`src/ipd_pkg.sv`:
```
// package for the idle and power-down mode controller
// assumes a 50 MHz system clock and an Avalon-MM slave with 32-bit data
// How it works
// - idle stops the cpu while peripherals, timers, serial port and interrupts run on.
// - idle itself changes no ram and no special function register.
// - idle ends on any enabled interrupt or on a hardware reset.
// - after a reset ends idle the cpu may run on for at most two machine cycles.
// - in that run-on window ram writes are blocked but port writes are not.
// - power-down stops the oscillator and the requesting instruction is the last one run.
// - ram and special function registers hold their values during power-down.
// - only a hardware reset ends power-down; interrupts do not.
// - the reset ending power-down restores register defaults and leaves ram alone.
// - strobes are high in idle and low in power-down; port 0 floats, port 2 shows address in external idle.
// - the oscillator input reaches internal clocking through a divide-by-two stage.
package ipd_pkg;
	localparam logic [7:0] ADDR_POWER_CONTROL = 8'h87;
	localparam logic [7:0] ADDR_STATUS        = 8'h88;
	localparam logic [7:0] POWER_CONTROL_RST  = 8'h00;
	localparam int         BIT_IDLE           = 0;
	localparam int         BIT_PDOWN          = 1;
	localparam logic [7:0] POWER_CONTROL_MASK = 8'h8f;
	localparam int         OSC_PER_MCYCLE     = 12;
	localparam int         RUNON_MCYCLES      = 2;
	localparam int         RUNON_CYCLES       = RUNON_MCYCLES * OSC_PER_MCYCLE / 2;
	localparam int         RESET_MCYCLES      = 2;
	localparam int         RESET_CYCLES       = RESET_MCYCLES * OSC_PER_MCYCLE / 2;

	typedef enum logic [1:0] {
		ST_RUN,
		ST_IDLE,
		ST_PDOWN
	} ipd_state_t;

	typedef struct packed {
		logic       cpu_run;
		logic       periph_run;
		logic       osc_run;
		logic       ram_write_ok;
		logic       port0_float;
		logic       port2_addr;
	} ipd_ctrl_t;
endpackage : ipd_pkg

```
`src/ipd_ctrl.sv`:
```
// idle / power-down mode controller with Avalon-MM register access
// assumes CPU signals instr_done, enabled interrupt and external-fetch level
//
// Register access over Avalon-MM was decided locally.
`timescale 1ns/100ps
module ipd_ctrl #(
	parameter int RUNON  = ipd_pkg::RUNON_CYCLES,
	parameter int RSTLEN = ipd_pkg::RESET_CYCLES
) (
	input  wire logic             CLK_SYS,
	input  wire logic             SYS_RST,
	input  wire logic             RST_PIN,
	input  wire logic             INSTR_DONE,
	input  wire logic             IRQ_ENABLED,
	input  wire logic             EXT_PROG_MEM,
	input  wire logic [7:0]       AVS_ADDRESS,
	input  wire logic             AVS_READ,
	input  wire logic             AVS_WRITE,
	input  wire logic [31:0]      AVS_WRITEDATA,
	input  wire logic [3:0]       AVS_BYTEENABLE,
	output logic      [31:0]      AVS_READDATA,
	output logic                  AVS_WAITREQUEST,
	output logic                  CLK_EN,
	output ipd_pkg::ipd_ctrl_t    CTRL,
	output logic                  ADDR_LATCH_STROBE,
	output logic                  PROGRAM_STORE_STROBE,
	output logic                  DEVICE_RESET,
	output logic [1:0]            MODE
);
	import ipd_pkg::*;

	ipd_state_t state;
	ipd_state_t next_state;
	logic [7:0] power_control;
	logic       div2;
	logic       pending_idle;
	logic       pending_pdown;
	logic [7:0] runon_cnt;
	logic [7:0] rst_cnt;
	logic       bus_done;
	logic       idle_wake;
	logic       rst_pin_q;

	// single-cycle wait then answer
	wire access      = AVS_READ | AVS_WRITE;
	wire hit_power_control    = AVS_ADDRESS == ADDR_POWER_CONTROL;
	wire hit_status  = AVS_ADDRESS == ADDR_STATUS;
	wire wr_power_control     = AVS_WRITE & bus_done & hit_power_control & AVS_BYTEENABLE[0];
	wire [7:0] wdata = AVS_WRITEDATA[7:0] & POWER_CONTROL_MASK;
	wire [31:0] rd_mux = hit_power_control   ? {24'h000000, power_control} :
	                     hit_status ? {30'h00000000, state} : 32'h00000000;

	// reset pin must stand for two machine cycles of running oscillator
	wire rst_long   = rst_cnt >= 8'(RSTLEN);
	wire runon_live = runon_cnt != 8'h00;
	assign idle_wake = IRQ_ENABLED;

	always_comb begin
		next_state = state;
		case (state)
			ST_RUN: begin
				if (INSTR_DONE && pending_pdown)
					next_state = ST_PDOWN;
				else if (INSTR_DONE && pending_idle)
					next_state = ST_IDLE;
			end
			ST_IDLE: begin
				if (idle_wake)
					next_state = ST_RUN;
			end
			ST_PDOWN: next_state = ST_PDOWN;
			default: next_state = ST_RUN;
		endcase
	end

	always_ff @(posedge CLK_SYS) begin
		if (SYS_RST)
			div2 <= 1'b0;
		else if (state != ST_PDOWN)
			div2 <= ~div2;
	end

	always_ff @(posedge CLK_SYS) begin
		if (SYS_RST) begin
			rst_pin_q <= 1'b0;
			rst_cnt   <= 8'h00;
		end else begin
			rst_pin_q <= RST_PIN;
			if (!rst_pin_q)
				rst_cnt <= 8'h00;
			else if (!rst_long)
				rst_cnt <= rst_cnt + 8'h01;
		end
	end

	always_ff @(posedge CLK_SYS) begin
		if (SYS_RST)
			runon_cnt <= 8'h00;
		// load once on the rising pin only, so the run-on stays bounded while reset is held
		else if (state == ST_IDLE && RST_PIN && !rst_pin_q)
			runon_cnt <= 8'(RUNON);
		else if (runon_live)
			runon_cnt <= runon_cnt - 8'h01;
	end

	always_ff @(posedge CLK_SYS) begin
		if (SYS_RST || rst_long) begin
			state         <= ST_RUN;
			power_control <= POWER_CONTROL_RST;
			pending_idle  <= 1'b0;
			pending_pdown <= 1'b0;
		end else begin
			state <= next_state;
			if (wr_power_control) begin
				power_control <= wdata;
				pending_idle  <= wdata[BIT_IDLE];
				pending_pdown <= wdata[BIT_PDOWN];
			end else if (state == ST_RUN && next_state != ST_RUN) begin
				pending_idle  <= 1'b0;
				pending_pdown <= 1'b0;
			end
			if (state == ST_IDLE && idle_wake)
				power_control[BIT_IDLE] <= 1'b0;
		end
	end

	always_ff @(posedge CLK_SYS) begin
		if (SYS_RST) begin
			bus_done        <= 1'b0;
			AVS_WAITREQUEST <= 1'b1;
			AVS_READDATA    <= 32'h00000000;
		end else begin
			bus_done        <= access & ~bus_done;
			AVS_WAITREQUEST <= ~(access & ~bus_done);
			if (AVS_READ && !bus_done)
				AVS_READDATA <= rd_mux;
		end
	end

	// idle: cpu off, peripherals on, nothing written by the mode itself
	always_ff @(posedge CLK_SYS) begin
		if (SYS_RST) begin
			CTRL                 <= '{cpu_run: 1'b1, periph_run: 1'b1, osc_run: 1'b1,
			                          ram_write_ok: 1'b1, port0_float: 1'b0, port2_addr: 1'b0};
			ADDR_LATCH_STROBE    <= 1'b0;
			PROGRAM_STORE_STROBE <= 1'b0;
			CLK_EN               <= 1'b0;
			DEVICE_RESET         <= 1'b1;
			MODE                 <= 2'h0;
		end else begin
			CTRL.cpu_run      <= (next_state == ST_RUN) | runon_live;
			CTRL.periph_run   <= next_state != ST_PDOWN;
			CTRL.osc_run      <= next_state != ST_PDOWN;
			CTRL.ram_write_ok <= ~runon_live & (next_state != ST_PDOWN);
			CTRL.port0_float  <= (next_state != ST_RUN) & EXT_PROG_MEM;
			CTRL.port2_addr   <= (next_state == ST_IDLE) & EXT_PROG_MEM;
			ADDR_LATCH_STROBE    <= next_state == ST_IDLE;
			PROGRAM_STORE_STROBE <= next_state == ST_IDLE;
			CLK_EN       <= ~div2 & (state != ST_PDOWN);
			DEVICE_RESET <= rst_long;
			MODE         <= next_state;
		end
	end
endmodule : ipd_ctrl

```
`config.mk`:
```
export PLATFORM = sky130hd
export DESIGN_NAME = ipd_ctrl
export DESIGN_NICKNAME = d
export VERILOG_FILES = /design/src/ipd_pkg.sv /design/src/ipd_ctrl.sv
export SDC_FILE = /design/constraint.sdc
export NUM_CORES = 1
export LEC_CHECK = 0
export BUFFER_PORTS_ARGS = -buffer_cell sky130_fd_sc_hd__buf_2
export CAP_MARGIN = 15
export CORE_ASPECT_RATIO = 2
export CORE_UTILIZATION = 40
export CTS_CLUSTER_DIAMETER = 100
export DETAILED_ROUTE_END_ITERATION = 6
export PLACE_DENSITY = 0.76
export SYNTH_ARGS = -nofsm -noshare
export SYNTH_HDL_FRONTEND = slang
export SYNTH_SLANG_ARGS = --single-unit
```
`constraint.sdc`:
```
create_clock -name CLK_SYS -period 5 [get_ports CLK_SYS]
set_input_delay 0.75 -clock CLK_SYS [delete_from_list [all_inputs] [get_ports CLK_SYS]]
set_output_delay 0.75 -clock CLK_SYS [all_outputs]
set_load 0.02 [all_outputs]
```
==> qor.yml <==
r2r_end: "runon_cnt[6]"
initial_utilization_pct: 42.3
mostFrequentLayoutCells: "dfxtp_1 (44), buf_2 (39), conb_1 (27), inv_1 (11), a21oi_1 (11)"
status: "finished clean"
first_iter_violations: 40
overflow: 0
drv_cap: 0
holdBufCountCts: 0
post_cts_resized: 0
syn_inst: 207
grt_first_pass_wirelength_um: 6260
clk_latency_ns: 0.30
synthAdderAreaFrac_pct: 2.53
synthMuxAreaShare_pct: 1.52
rows: 35
netlist_area_um2: 1980
synth_compound_area_share_pct: 14.9
p_total_mw: 0.887
p_leak_nw: 0.931
path_clk_slew_ns: 0.08
final_util_pct: 47.0
fmax_ghz: 0.521
grt_pass1_vias: 1502
drtAntennaViolNets: 0
synth-edff-count: 0
synth_top_family_by_area: "simple AND/OR/NAND/NOR gates"
multiInputGateArea_um2: 922
hold_viol: 0
fin_crit_ns: 1.92
yosysWarnings: 0
dpl-instance-area_um2: 2110
antenna_found_initial: 0
layout_commonest_cell: "dfxtp_1"
path_class: "input port to flip-flop"
async_reset_ff_share_pct: 0
cts_tree: "done"
arrival_ns: 2.15
cts_buffers: 5
relSlewSlack_pct: 42.5
avgSynthCellArea_um2: 9.57
h-tree-depth: 2
dpl.hpwl_um: 3020
crit_fanout: 8
drv_slew: 0
drt-vias-per-instance: 5.20
finalWorstSetupSlack_ns: 3.08
dieArea_um2: 5260
clock_path_buffers: 2
min_delay_path_depth: 1
reg2reg_from: "runon_cnt[0]"
port_buffers: 39
final-instance-count-excl-fill: 302
max-vdd-ir-drop_mv: 0.304
routed_wl_um: 3820
min_path_type: "flip-flop to flip-flop"
cts_setup_buffers: 0
synth_seq_cells: 44
dp_worst_setup_slack_ns: 2.78
drive_gt1_share_pct: 22.3
hold_end: "CLK_EN"
rsz0062_at_grt: "no"
cts_root_buf: "clkbuf_8"
reg2reg_setup_slack_ns: 3.21
diodes: 0
final_area_um2: 2200
synthFlopType: "dfxtp_1"
synth_xor_xnor_area_share_pct: 0.884
numClockSinks: 44
finalSetupTns_ns: 0
fin_worst_skew_ns: 0.00786
yosys.area_share.simple_pct: 21.6
vias: 1570
r2r_cells: 5
cp-start-kind: "input port"
critPathCaptureType: "flip-flop"
seqCellArea_um2: 881
fin_nets: 302
wl_per_cell_um: 12.6
fill_cells: 476
p_per_area_nw_per_um2: 403
syn_to_final_growth_pct: 11.1
core_area_um2: 4690
final.period_utilization_pct: 38.4
io_pins: 97
grt_max_degree: 16
holdCritStartpoint: "div2"
setup_violations: 0
fp.dieW_um: 51.8
whs_ns: 0.456
gp_congestion: 0.791
fp.dieH_um: 102
dr.pass1.iters: 4
critPathRequiredTime_ns: 5.23
synth-seq-area-share_pct: 44.4
tightest_slew_ns: 0.855
synthDistinctLibCells: 46
drc: 0
dp.cells: 294
grt_usage_pct: 16.4
## critical path, stage by stage
cell	delay (ns)
buf_2	0.10
or4b_1	0.68
nor3_2	0.39
mux2i_1	0.23
## worst max path at each step
stage | slack [ns] | depth (start not counted) | endpoint | startpoint
after floorplan | 3.04 | 4 | pending_pdown | AVS_ADDRESS[5]
after global placement | 2.80 | 4 | power_control[1] | AVS_ADDRESS[5]
after detailed placement | 2.78 | 4 | power_control[1] | AVS_ADDRESS[5]
after CTS | 3.09 | 4 | power_control[1] | AVS_ADDRESS[5]
after global routing | 3.02 | 4 | pending_idle | AVS_ADDRESS[5]
final | 3.08 | 4 | pending_idle | AVS_ADDRESS[5]
## final cells by class
| class | instances | share of cell area, % |
|---|---|---|
| Clock inverter | 1 | 0.341 |
| Sequential cell | 44 | 40.0 |
| Multi-Input combinational cell | 145 | 41.9 |
| Clock buffer | 7 | 3.92 |
| Inverter | 11 | 1.88 |
| Timing Repair Buffer | 39 | 8.86 |
| Tap cell | 55 | 3.13 |
## cell usage after synthesis, types with 2 or more instances
| library cell | n | area share (%) |
|---|---|---|
| o21a_1 | 5 | 1.9 |
| clkbuf_1 | 2 | 0.38 |
| a31oi_1 | 2 | 0.63 |
| or3b_2 | 3 | 1.3 |
| nand4bb_1 | 2 | 1.1 |
| nand2b_1 | 3 | 0.95 |
| o31ai_1 | 5 | 1.9 |
| o41ai_1 | 2 | 0.88 |
| a221o_1 | 2 | 1.0 |
| or3_1 | 2 | 0.63 |
| or4b_2 | 2 | 1.0 |
| nand2_1 | 5 | 0.95 |
| nand4_1 | 6 | 1.9 |
| nor2_1 | 6 | 1.1 |
| nor4_1 | 3 | 0.95 |
| buf_2 | 2 | 0.51 |
| buf_4 | 29 | 11 |
| nor2b_1 | 3 | 0.95 |
| and3_1 | 3 | 0.95 |
| dfxtp_1 | 44 | 44 |
| o21ai_0 | 5 | 1.3 |
| a21oi_1 | 11 | 2.8 |
| mux2i_1 | 3 | 1.5 |
| a211oi_1 | 3 | 1.1 |
| and2_1 | 6 | 1.9 |
| nor3_2 | 2 | 1.0 |
| inv_1 | 11 | 2.1 |
| nor3_1 | 5 | 1.3 |
| ha_1 | 4 | 2.5 |
| or4_1 | 3 | 1.1 |
| nand3_1 | 6 | 1.5 |
| a22o_1 | 3 | 1.3 |
## layer usage
metal | GRT usage, % | wire length, um
met1 | 13.4 | 1350
met2 | 31.3 | 2150
met3 | 4.65 | 199
met4 | 11.4 | 121
met5 | 0 | 0
## power breakdown
part	internal, mW	switching, mW
registers	0.387	0.0346
logic	0.0987	0.138
clock network	0.112	0.117
## sequential cells by signal (all words and copies together) (netlist names)
name / count
rst_cnt: 8
runon_cnt: 8
AVS_READDATA: 5
CTRL: 5
power_control: 5
MODE: 2
state: 2
AVS_WAITREQUEST: 1
CLK_EN: 1
DEVICE_RESET: 1
PROGRAM_STORE_STROBE: 1
bus_done: 1
div2: 1
pending_idle: 1
pending_pdown: 1
rst_pin_q: 1
## logic make-up (layout without fill, tap and decap cells)
logic type | count (synthesis) | count (layout)
adder cells (fa/ha/maj) | 4 | 4
XOR/XNOR | 2 | 2
other | 1 | 27
flip-flops | 44 | 44
multiplexers | 3 | 3
AND/OR/NAND/NOR | 66 | 66
buffers and inverters | 44 | 58
AO/OA/AOI/OAI | 43 | 43
Power figures use the tool's default switching activity.
